===== src/hdl/tmr2_defs.vh =====
// Constants for the 16-bit general-purpose timer block.
// Assumes inclusion by bare name from the timer design files.
`ifndef TMR2_DEFS_VH
`define TMR2_DEFS_VH
// ==========================================================
// Register word offsets (byte addresses, Avalon-MM).
`define TMR2_OFF_CTRL 8'hc8
`define TMR2_OFF_MODE 8'hc9
`define TMR2_OFF_RCL 8'hca
`define TMR2_OFF_RCH 8'hcb
`define TMR2_OFF_CNTL 8'hcc
`define TMR2_OFF_CNTH 8'hcd
`define TMR2_OFF_IRQEN 8'hd0
`define TMR2_OFF_STAT 8'hd4
`define TMR2_OFF_MASK 8'hd8
// ==========================================================
// Control register fields.
`define TMR2_CTRL_FLAG 7
`define TMR2_CTRL_RUN 2
`define TMR2_CTRL_CMP 0
// Mode register fields.
`define TMR2_MODE_RELOAD_GATE 7
`define TMR2_MODE_DIV_HI 6
`define TMR2_MODE_DIV_LO 4
`define TMR2_MODE_CAPCLR 3
`define TMR2_MODE_CMPCLR 2
`define TMR2_MODE_TRG_HI 1
`define TMR2_MODE_TRG_LO 0
// Status bits.
`define TMR2_ST_EVENT 0
`define TMR2_ST_CAP 1
// ==========================================================
// Reset values, the all-ones overflow count and the overflow trigger code.
`define TMR2_RST_BYTE 8'h00
`define TMR2_RST_WORD 16'h0000
`define TMR2_ALL_ONES 16'hffff
`define TMR2_TRG_OVF 2'h0
`endif


===== src/hdl/tmr2_prescaler.v =====
// Prescaler that emits one-cycle count ticks at a selectable division.
// Assumes a single clock and an active-low asynchronous reset.
`timescale 1ns/10ps
`default_nettype none
`include "tmr2_defs.vh"
module tmr2_prescaler #(
   parameter WIDTH = 9
) (
   input wire clk,
   input wire arst_n,
   input wire run,
   input wire [2:0] divSel,
   output reg tick
);
   reg [WIDTH-1:0] divCnt;
   reg [WIDTH-1:0] divMask;
   // ==========================================================
   // Division table.
   always @* begin
      case (divSel)
         3'h0: divMask = 9'h000; // [RL8]
         3'h1: divMask = 9'h003; // [RL8]
         3'h2: divMask = 9'h00f; // [RL8]
         3'h3: divMask = 9'h01f; // [RL8]
         3'h4: divMask = 9'h03f; // [RL8]
         3'h5: divMask = 9'h07f; // [RL9]
         3'h6: divMask = 9'h0ff; // [RL9]
         default: divMask = 9'h1ff; // [RL9]
      endcase
   end
   // Counter freezes while halted, so a restart resumes the partial period.
   always @(posedge clk or negedge arst_n) begin
      if (!arst_n) begin
         divCnt <= 9'h000;
         tick <= 1'b0;
      end else if (run) begin
         tick <= ((divCnt & divMask) == divMask);
         divCnt <= ((divCnt & divMask) == divMask) ? 9'h000 : divCnt + 9'h001;
      end else begin
         tick <= 1'b0;
      end
   end
endmodule // tmr2_prescaler
`default_nettype wire


===== src/hdl/tmr2_timer.v =====
// Top of the 16-bit timer with Avalon-MM register access and two interrupts.
// Assumes capture events are pins from another domain, synchronised here.
//
// Summary of operation
// RL1 - Flag sets on overflow or compare match.
// RL2 - Flag with enables requests timer interrupt.
// RL3 - Only software clears the event flag.
// RL4 - Run bit one counts, zero stops.
// RL5 - Halting keeps the count unchanged; here a capture reload or capture clear still moves it while halted.
// RL6 - Mode bit: zero reload, one compare.
// RL7 - Reload gate enables copying reload value.
// RL8 - Prescale codes 0-4 divide 1..64.
// RL9 - Prescale codes 5-7 divide 128..512.
// RL10 - Trigger field picks overflow or capture.
// RL11 - Clear-on-match zeroes count after match.
// RL12 - Reload/compare pair is compare or reload.
//
// Added by the designer: the Avalon-MM interface to the registers.
`timescale 1ns/10ps
`default_nettype none
`include "tmr2_defs.vh"
module tmr2_timer (
   input wire clk,
   input wire arst_n,
   input wire [7:0] address,
   input wire read,
   input wire write,
   input wire [31:0] writedata,
   output reg [31:0] readdata,
   output reg waitrequest,
   input wire [2:0] capturePin,
   input wire globalIrqEnable,
   output reg timerIrq,
   output reg irq
);
   reg eventFlag;
   reg runBit;
   reg cmpMode;
   reg [7:0] modeReg;
   reg [15:0] reloadValue;
   reg [15:0] count;
   reg timerIrqEnable;
   reg [1:0] status;
   reg [1:0] mask;
   reg busDone;
   reg [2:0] capS1;
   reg [2:0] capS2;
   reg [2:0] capS3;
   reg [2:0] capLevel;
   wire tick;
   wire [2:0] capEvent;
   wire accept;
   wire wrCtrl;
   wire wrMode;
   wire wrRcl;
   wire wrRch;
   wire wrCntl;
   wire wrCnth;
   wire overflow;
   wire match;
   wire reloadTrig;
   wire capTrig;
   wire hwEvent;
   wire [1:0] trig;
   reg [15:0] next_count;
   reg [31:0] next_readdata;

   function [7:0] byteOf;
      input [31:0] d;
      begin
         byteOf = d[7:0];
      end
   endfunction

   // ==========================================================
   // Avalon-MM slave: one wait cycle, then the answer.
   assign accept = (read | write) & busDone;
   assign wrCtrl = accept & write & (address == `TMR2_OFF_CTRL);
   assign wrMode = accept & write & (address == `TMR2_OFF_MODE);
   assign wrRcl = accept & write & (address == `TMR2_OFF_RCL);
   assign wrRch = accept & write & (address == `TMR2_OFF_RCH);
   assign wrCntl = accept & write & (address == `TMR2_OFF_CNTL);
   assign wrCnth = accept & write & (address == `TMR2_OFF_CNTH);

   always @(posedge clk or negedge arst_n) begin
      if (!arst_n) begin
         busDone <= 1'b0;
         waitrequest <= 1'b1;
      end else begin
         busDone <= (read | write) & ~busDone;
         waitrequest <= ~((read | write) & ~busDone);
      end
   end

   always @* begin
      next_readdata = 32'h00000000;
      case (address)
         `TMR2_OFF_CTRL: begin
            next_readdata[`TMR2_CTRL_FLAG] = eventFlag;
            next_readdata[`TMR2_CTRL_RUN] = runBit;
            next_readdata[`TMR2_CTRL_CMP] = cmpMode;
         end
         `TMR2_OFF_MODE: next_readdata[7:0] = modeReg;
         `TMR2_OFF_RCL: next_readdata[7:0] = reloadValue[7:0];
         `TMR2_OFF_RCH: next_readdata[7:0] = reloadValue[15:8];
         `TMR2_OFF_CNTL: next_readdata[7:0] = count[7:0];
         `TMR2_OFF_CNTH: next_readdata[7:0] = count[15:8];
         `TMR2_OFF_IRQEN: next_readdata[0] = timerIrqEnable;
         `TMR2_OFF_STAT: next_readdata[1:0] = status;
         `TMR2_OFF_MASK: next_readdata[1:0] = mask;
         default: next_readdata = 32'h00000000;
      endcase
   end

   always @(posedge clk or negedge arst_n) begin
      if (!arst_n) begin
         readdata <= 32'h00000000;
      end else if ((read | write) & ~busDone) begin
         readdata <= next_readdata;
      end
   end

   // ==========================================================
   // Capture pins: three stages; a level is taken only once stages two and three agree.
   // This filters a single-cycle glitch at the cost of one more cycle of latency.
   always @(posedge clk or negedge arst_n) begin
      if (!arst_n) begin
         capS1 <= 3'h0;
         capS2 <= 3'h0;
         capS3 <= 3'h0;
         capLevel <= 3'h0;
      end else begin
         capS1 <= capturePin;
         capS2 <= capS1;
         capS3 <= capS2;
         capLevel <= (capS2 & capS3) | (capLevel & (capS2 | capS3));
      end
   end
   assign capEvent = capS2 & capS3 & ~capLevel;

   // ==========================================================
   // Control and mode registers.
   always @(posedge clk or negedge arst_n) begin
      if (!arst_n) begin
         runBit <= 1'b0;
         cmpMode <= 1'b0;
         modeReg <= `TMR2_RST_BYTE;
         reloadValue <= `TMR2_RST_WORD;
         timerIrqEnable <= 1'b0;
         mask <= 2'h0;
      end else begin
         if (wrCtrl) begin
            runBit <= writedata[`TMR2_CTRL_RUN];
            cmpMode <= writedata[`TMR2_CTRL_CMP];
         end
         if (wrMode) modeReg <= byteOf(writedata);
         if (wrRcl) reloadValue[7:0] <= byteOf(writedata);
         if (wrRch) reloadValue[15:8] <= byteOf(writedata);
         if (accept & write & (address == `TMR2_OFF_IRQEN)) timerIrqEnable <= writedata[0];
         if (accept & write & (address == `TMR2_OFF_MASK)) mask <= writedata[1:0];
      end
   end

   tmr2_prescaler #(
      .WIDTH(9)
   ) u_prescaler (
      .clk(clk),
      .arst_n(arst_n),
      .run(runBit), // [RL4]
      .divSel(modeReg[`TMR2_MODE_DIV_HI:`TMR2_MODE_DIV_LO]),
      .tick(tick)
   );

   // ==========================================================
   // Counter.
   assign trig = modeReg[`TMR2_MODE_TRG_HI:`TMR2_MODE_TRG_LO];
   assign overflow = runBit & tick & (count == `TMR2_ALL_ONES);
   assign match = runBit & tick & cmpMode & (count == reloadValue); // [RL6] [RL12]
   assign capTrig = ~cmpMode & (trig != `TMR2_TRG_OVF) & capEvent[trig - 2'h1]; // [RL10]
   assign reloadTrig = ~cmpMode & modeReg[`TMR2_MODE_RELOAD_GATE]
      & ((trig == `TMR2_TRG_OVF) ? overflow : capTrig); // [RL7] [RL10]
   assign hwEvent = overflow | match; // [RL1]

   always @* begin
      next_count = count;
      if (runBit & tick) begin
         next_count = count + 16'h0001; // [RL4]
      end
      if (match & modeReg[`TMR2_MODE_CMPCLR]) begin
         next_count = `TMR2_RST_WORD; // [RL11]
      end
      // Capture auto-clear wins over a reload from the same capture.
      if (reloadTrig) begin
         next_count = reloadValue; // [RL7] [RL12]
      end
      if (capTrig & modeReg[`TMR2_MODE_CAPCLR]) begin
         next_count = `TMR2_RST_WORD;
      end
      if (wrCntl) next_count[7:0] = byteOf(writedata);
      if (wrCnth) next_count[15:8] = byteOf(writedata);
   end

   // When halted only a capture reload or capture clear, or a count register write, moves the count.
   always @(posedge clk or negedge arst_n) begin
      if (!arst_n) begin
         count <= `TMR2_RST_WORD;
      end else begin
         count <= next_count; // [RL5]
      end
   end

   // ==========================================================
   // Event flag and interrupt status; hardware set wins over any clear.
   always @(posedge clk or negedge arst_n) begin
      if (!arst_n) begin
         eventFlag <= 1'b0;
         status <= 2'h0;
         timerIrq <= 1'b0;
         irq <= 1'b0;
      end else begin
         if (hwEvent) begin
            eventFlag <= 1'b1; // [RL1]
         end else if (wrCtrl) begin
            eventFlag <= writedata[`TMR2_CTRL_FLAG]; // [RL3]
         end
         status[`TMR2_ST_EVENT] <= hwEvent
            | (status[`TMR2_ST_EVENT] & ~(accept & write & (address == `TMR2_OFF_STAT)
            & writedata[`TMR2_ST_EVENT]));
         status[`TMR2_ST_CAP] <= (|capEvent)
            | (status[`TMR2_ST_CAP] & ~(accept & write & (address == `TMR2_OFF_STAT)
            & writedata[`TMR2_ST_CAP]));
         timerIrq <= eventFlag & timerIrqEnable & globalIrqEnable; // [RL2]
         irq <= |(status & mask);
      end
   end
endmodule // tmr2_timer
`default_nettype wire


===== config.mk =====
export PLATFORM = sky130hd
export DESIGN_NAME = tmr2_timer
export DESIGN_NICKNAME = d
export VERILOG_FILES = /design/src/hdl/tmr2_prescaler.v /design/src/hdl/tmr2_timer.v
export VERILOG_INCLUDE_DIRS = /design/src /design/src/hdl
export SDC_FILE = /design/constraint.sdc
export NUM_CORES = 1
export LEC_CHECK = 0
export ABC_AREA = 1
export BUFFER_PORTS_ARGS = -buffer_cell sky130_fd_sc_hd__buf_4
export CORE_AREA = 5 5 87 129
export CTS_BUF_LIST = sky130_fd_sc_hd__clkbuf_16
export CTS_CLUSTER_SIZE = 16
export DETAILED_ROUTE_END_ITERATION = 10
export DIE_AREA = 0 0 92 134
export PLACE_DENSITY_LB_ADDON = 0.08
export SLEW_MARGIN = 20
export SYNTH_ARGS = -nofsm -noshare
export SYNTH_HDL_FRONTEND = slang
export SYNTH_HIERARCHICAL = 1
export SYNTH_SLANG_ARGS = --single-unit

===== constraint.sdc =====
create_clock -name clk -period 2.4 [get_ports clk]
set_clock_uncertainty 0.15 [all_clocks]
set_input_delay 0.24 -clock clk [delete_from_list [all_inputs] [get_ports clk]]
set_output_delay 0.24 -clock clk [all_outputs]
set_load 0.01 [all_outputs]

**Yosys cells after proc, flatten, opt, wreduce, memory -nomap -nowiden**

Index checks and enable logic that the tools add are counted.

- Bits of input ports: 48
- Register bits after elaboration: 82
- Latch bits: 0
- Word-level logic and storage cells: 116
- ROM bits: 0
- RAM bits: 0
- Output and inout port bits: 35
- Memories kept: 0

- $mul: 0
- Equality and inequality tests: 18
- Muxes and demuxes: 19
- Bitwise logic cells: 45
- Shifts and indexed selects: 0
- Reductions and logical operators: 8
- Add/subtract/negate cells: 3
- Div/mod/pow operators: 0
- Magnitude comparators: 1

Operator list:

| kind | number |
|---|---|
| equality test 8 bit, second input constant | 9 |
| two-way mux 16 bit | 4 |
| one-hot mux 9 bit (7 select lines) | 1 |
| bitwise AND 1 bit | 28 |
| one-hot mux 4 bit (5 select lines) | 1 |
| adder 16 x 1 -> 16 bit, second input constant | 1 |
| equality test 16 bit | 1 |
| equality test 16 bit, second input constant | 1 |
| two-way mux 8 bit | 2 |
| one-hot mux 1 bit (6 select lines) | 2 |
| nonzero test 5 bit | 2 |
| adder 9 x 1 -> 9 bit, second input constant | 1 |
| bitwise AND 3 bit | 3 |
| bitwise AND 9 bit | 1 |
| equality test 3 bit, second input constant | 3 |
| equality test 9 bit | 1 |
| two-way mux 9 bit | 1 |
| one-hot mux 1 bit (9 select lines) | 1 |
| one-hot mux 1 bit (7 select lines) | 1 |
| equality test 3 x 2 -> 1 bit, second input constant | 2 |
| OR 3 bit | 2 |
| two-way mux 1 bit | 5 |
| inverter 1 bit | 5 |
| OR 1 bit | 4 |
| other kinds (11) | 12 |

**Longest topological paths before layout**

- Depth after elaboration: 10
- Mapped depth: 14
- Mapped depth without buffers: 13

**Cells and area by module**

Netlist, hierarchy kept.

Modules (own cells, without submodules):

| module | cells an instance | seq. area each (µm²) | times used | area each (µm²) |
|---|---|---|---|---|
| tmr2_timer | 663 | 1803.0 | 1 | 4667.0 |
| tmr2_prescaler | 87 | 250.2 | 1 | 618.1 |

**Worst setup path after synthesis**

Ideal clock, no wire load.

- Path kind: flip-flop to flip-flop
- Start point: reg modeReg[0]
- End point: reg count[7]
- Required time: 2130 ps
- Buffers on the path: 1
- Slack: 438 ps
- Period minus slack after synthesis: 1962 ps
- Library setup time: 120 ps
- Cell stages (with the launch flop): 13
- Data arrival time: 1692 ps
- Cell sequence: dfrtp_1 -> inv_1 -> ha_1 -> or2_1 -> a21oi_1 -> nand3_1 -> nand2_4 -> nand2_8 -> nand3_4 -> buf_6 -> nand2_1 -> clkinv_1 -> a21oi_2

- Word-level cells in the longest chain between the ends: 9
- Elaborated cells between the ends (all ways): 14
- Those cells by class: 1 x add/sub; 6 x mux; 4 x bitwise; 3 x reduce/logical

RTL lines:

| what | line | source |
|---|---|---|
| from (decl) | tmr2_timer.v:39 | `reg [7:0] modeReg;` |
| from (signal assigned) | tmr2_timer.v:147 | `` modeReg <= `TMR2_RST_BYTE; `` |
| from (signal assigned) | tmr2_timer.v:156 | `if (wrMode) modeReg <= byteOf(writedata);` |
| subtractor 2 x 1 -> 2 bit | tmr2_timer.v:179 | `` assign capTrig = ~cmpMode & (trig != `TMR2_TRG_OVF) & capEvent[trig - 2'h1]; `` |
| binary-select mux 1 bit (select 2 bit) | tmr2_timer.v:179 |  |
| two-way mux 1 bit (implied by the code) | tmr2_timer.v:179 |  |
| bitwise AND 1 bit | tmr2_timer.v:179 |  |
| two-way mux 1 bit | tmr2_timer.v:181 | `` & ((trig == `TMR2_TRG_OVF) ? overflow : capTrig); `` |
| bitwise AND 1 bit | tmr2_timer.v:180 | `` assign reloadTrig = ~cmpMode & modeReg[`TMR2_MODE_RELOAD_GATE] `` |
| two-way mux 16 bit | tmr2_timer.v:193 | `if (reloadTrig) begin` |
| two-way mux 16 bit | tmr2_timer.v:196 | `` if (capTrig & modeReg[`TMR2_MODE_CAPCLR]) begin `` |
| two-way mux 8 bit | tmr2_timer.v:199 | `if (wrCntl) next_count[7:0] = byteOf(writedata);` |
| to (signal assigned) | tmr2_timer.v:206 | `` count <= `TMR2_RST_WORD; `` |
| to (signal assigned) | tmr2_timer.v:208 | `count <= next_count;` |
| to (decl) | tmr2_timer.v:41 | `reg [15:0] count;` |

Parallel ways exist; a longest one is shown, timed or not. The select of a mux whose other input is x is not followed.
A chain may end at the register's enable or synchronous reset.

**Worst setup path after layout**

- Start point: reg modeReg[0]
- End point: reg count[12]

- Word-level cells in the longest chain between the ends: 9
- Elaborated cells between the ends (all ways): 14
- Those cells by class: 1 x add/sub; 6 x mux; 4 x bitwise; 3 x reduce/logical

RTL lines:

| what | line | source |
|---|---|---|
| subtractor 2 x 1 -> 2 bit | tmr2_timer.v:179 |  |
| binary-select mux 1 bit (select 2 bit) | tmr2_timer.v:179 |  |
| two-way mux 1 bit (implied by the code) | tmr2_timer.v:179 |  |
| bitwise AND 1 bit | tmr2_timer.v:179 |  |
| two-way mux 1 bit | tmr2_timer.v:181 |  |
| bitwise AND 1 bit | tmr2_timer.v:180 |  |
| two-way mux 16 bit | tmr2_timer.v:193 |  |
| two-way mux 16 bit | tmr2_timer.v:196 |  |
| two-way mux 8 bit | tmr2_timer.v:200 | `if (wrCnth) next_count[15:8] = byteOf(writedata);` |

Parallel ways exist; a longest one is shown, timed or not. The select of a mux whose other input is x is not followed.

==> reports/metrics.csv <==
stage;metric;value;unit
timing;unrepaired setup endpoints after global routing;no;
drt;routed wl met2;8.045;mm
yosys;Syn Inst Count;750;
drt;drt wl/cell;17.05;um
drt;via count;4957;
yosys;syn_area_per_cell;7.047;um^2
placement;Placer Congestion;0.9795;
floorplanning;Die X;92;um
setup_path;Setup crit end kind;flop;
cts;CTS tree;done;
drt;Routed Antenna Nets;0;
setup_path;Worst Setup SP;modeReg[0];
setup_path;Crit path max-delay family;simple AND/OR/NAND/NOR gates;
cells_and_area;Final nets;853;
setup_path;CP Buf/Inv Count;2;
floorplanning;core box area;10020;um^2
timing;Tcrit/Tclk final;94.27;%
worst_hold_path;HP Class;input port to flop;
drt;vias per inst;5.371;
placement;placed insts;901;
timing;final hold vios;0;
yosys;Seq/Total Area, Yosys;38.85;%
cts;CTS Buffer Depth;2;
timing;setup TNS;0;ps
yosys;Yosys top cell area share;38.35;%
run_status;status;finished, final reports clean;
setup_path;R2R depth;9;
setup_path;R2R Setup Slk;140;ps
job;total of max-cap violations;0;
setup_path;r2r endpoint;count[12];
yosys;synthesized cell area;5285;um^2
grt;initial antenna violation count;0;
drt;DRC;0;
pwr;PD cells;538.5;nW/um^2
setup_path;arrival time at the worst endpoint;2340;ps
timing;Max Transition Viols Final;0;
drt;WL final;15.73;mm
drt;Routed met3 length;738;um
cells_and_area;fillers;1000;
cts;Sink Count;82;
grt;pin count of the biggest net entering global routing;58;
drt;initial DRC count;461;
yosys;top cells by area, synth;dfrtp_1, nand2_1, inv_1;
pwr;Pint;2.368;mW
yosys;Seq cells post-synth;82;
pwr;Peak supply drop;0.3658;mV
yosys;synth unique cells;44;
grt;remaining global-route overflow;0;
cts;clock root cell;clkbuf_16;
setup_path;slowest stage delay, CP;400;ps
worst_hold_path;HP Start;writedata[7];
cells_and_area;fraction of layout cells with a size suffix above 1;13.52;%
cts;H-tree Lvls;3;
setup_path;worst path cell trace;inv_1, ha_1, o21bai_1, nand4_1, nand2_1, inv_2, nand3_2, nor2_1, a21oi_2;
setup_path;crit path kind;flop to flop;
floorplanning;die area;12330;um^2
yosys;fraction of registers with async set/reset;100.0;%
setup_path;crit path max fanout;10;
grt;gr usage total;26.28;%
drt;highest metal used;met4;
timing;Setup violations, final;0;
worst_hold_path;Hold Path Stages;3;
cells_and_area;Finished Core Util;59.81;%
cells_and_area;Area Overhead vs Synth;13.42;%
yosys;Synth warnings;6;
floorplanning;Die Y;134;um
cells_and_area;# diodes;0;
drt;1st-pass router iterations;6;
pwr;clock group share of total power;42.0;%
cts;clk slew on worst S/H paths;60;ps
pwr;sequential share of power;46.2;%
timing;Tmin final;2263;ps
setup_path;RR Startpoint;modeReg[0];
yosys;area leader, netlist;dfrtp_1;
yosys;Primary FF master, synth;dfrtp_1;
pwr;leakage;3.162;nW
pwr;Switching Share;26.66;%
setup_path;Setup crit start kind;flop;
setup_path;CP max-delay cell;dfrtp_1;
cts;latest clock arrival within the worst-skew pair;340;ps
yosys;Post-synth EDFFs;0;
placement;port buffer count;34;
cts;TritonCTS buffer count;9;
pwr;NetSw;0.8605;mW
grt;vias in the first global route;4784;
timing;Peak Freq;442.0;MHz
placement;HPWL after DPL;12.17;mm
cts;Post-CTS Repair Setup Buffers;0;
timing;worst slew pin tran;756.5;ps
drt;M1 WL;5.838;mm
worst_hold_path;worst hold endpoint;eventFlag;
setup_path;CP Data Required Time;2480;ps
timing;hold slack;71.05;ps
floorplanning;row cnt;45;
grt;first-pass GRT wire length;24.92;mm
pwr;Comb pwr share;11.9;%
cells_and_area;Post-Layout Cell Count;923;
floorplanning;I/O pins;83;
timing;Slew HR;49.56;%
floorplanning;Initial Utilization;52.73;%
-- cell type report --
| type | instances | area, um^2 | area share [%] |
|---|---|---|---|
| clock buffer | 9 | 225.2 | 3.757 |
| clock inverter | 6 | 58.81 | 0.9810 |
| inverter | 119 | 446.7 | 7.451 |
| multi-input combinational | 537 | 2641 | 44.06 |
| sequential | 82 | 2053 | 34.25 |
| tap | 117 | 146.4 | 2.442 |
| timing repair buffer | 53 | 422.9 | 7.055 |
-- cell usage in the layout, fill, tap and decap left out, drive strengths merged, types with 9 or more instances in the layout --
cell type,instances
a21oi,24
o21ai,47
nand3,58
xor2,10
nand2,256
clkbuf,9
o22ai,12
nor3,9
buf,48
dfrtp,81
inv,116
nand4,12
nor2,58
conb,24
-- tightest hold or removal path, delay by kind of cell --
| family | cells | cell delay (ps) |
|---|---|---|
| buffers and inverters | 1 | 130 |
| AO/OA/AOI/OAI | 1 | 90 |
| AND/OR/NAND/NOR | 1 | 60 |
-- worst max path at each step --
stage	endpoint	cells after the start
after floorplan	count[7]	12
after CTS	count[5]	12
after global routing	count[14]	13
final	count[12]	9
after detailed placement	count[5]	12
after global placement	count[8]	12
-- logic make-up after synthesis --
| kind of cell | after synthesis | synth area share (%) |
|---|---|---|
| AOI/OAI and AO/OA | 91 | 10.53 |
| buffers and inverters | 156 | 13.38 |
| DFF | 82 | 38.85 |
| xor gates and xnor gates | 13 | 2.154 |
| and+or+nand+nor | 401 | 33.74 |
| other | 1 | 0.07095 |
| adders and majority gates | 6 | 1.279 |
-- through the flow --
step                worst slack [ps]  cell area (um^2)  power [mW]
floorplan                      438.3              5371       1.749
global placement               187.6              5630       1.883
detailed placement             162.5              5630       1.890
CTS                            155.4              5964       3.260
global route                   21.40              5995       3.383
finish                         137.4              5995       3.228
-- flip-flops by register name, indices dropped and copies added (netlist names) --
| register | cells |
|---|---|
| busDone | 1 |
| capLevel | 3 |
| capS1 | 3 |
| capS2 | 3 |
| capS3 | 3 |
| cmpMode | 1 |
| count | 16 |
| eventFlag | 1 |
| irq | 1 |
| mask | 2 |
| modeReg | 8 |
| readdata | 8 |
| reloadValue | 16 |
| runBit | 1 |
| status | 2 |
| timerIrq | 1 |
| timerIrqEnable | 1 |
| u_prescaler/divCnt | 9 |
| u_prescaler/tick | 1 |
| waitrequest | 1 |
-- cells in the mapped netlist, drive strengths merged (2+ instances only) --
cell,instances
a211oi,3
a21oi,24
a221oi,2
and3,2
buf,32
clkbuf,5
clkinv,5
dfrtp,81
ha,3
inv,114
maj3,3
nand2,256
nand3,56
nand3b,4
nand4,12
nor2,58
nor3,9
o21ai,47
o22ai,12
or2,2
xnor2,3
xor2,10
-- what timing repair did --
item / CTS / global route
hold buffers: 5 / 0
endpoints found under the hold margin: 59 / 0
setup endpoints to repair: 0 / 6
gates resized for setup: 0 / 2
-- power by group through the flow --
| stage | Clock, mW | Combinational [mW] | Sequential, mW |
|---|---|---|---|
| after floorplan | 0 | 0.249 | 1.50 |
| final | 1.35 | 0.383 | 1.49 |
| after global placement | 0 | 0.370 | 1.51 |
| after CTS | 1.39 | 0.383 | 1.49 |
| after global routing | 1.46 | 0.427 | 1.50 |
| after detailed placement | 0 | 0.375 | 1.52 |
-- metal layers --
layer | global-route usage (%) | vias to the layer above
li1 | - | 2420
met1 | 29.94 | 2289
met2 | 46.06 | 182
met3 | 3.928 | 66
met4 | 15.79 | 0
met5 | 0 | -
No activity file was read; power rests on OpenSTA's default activity.
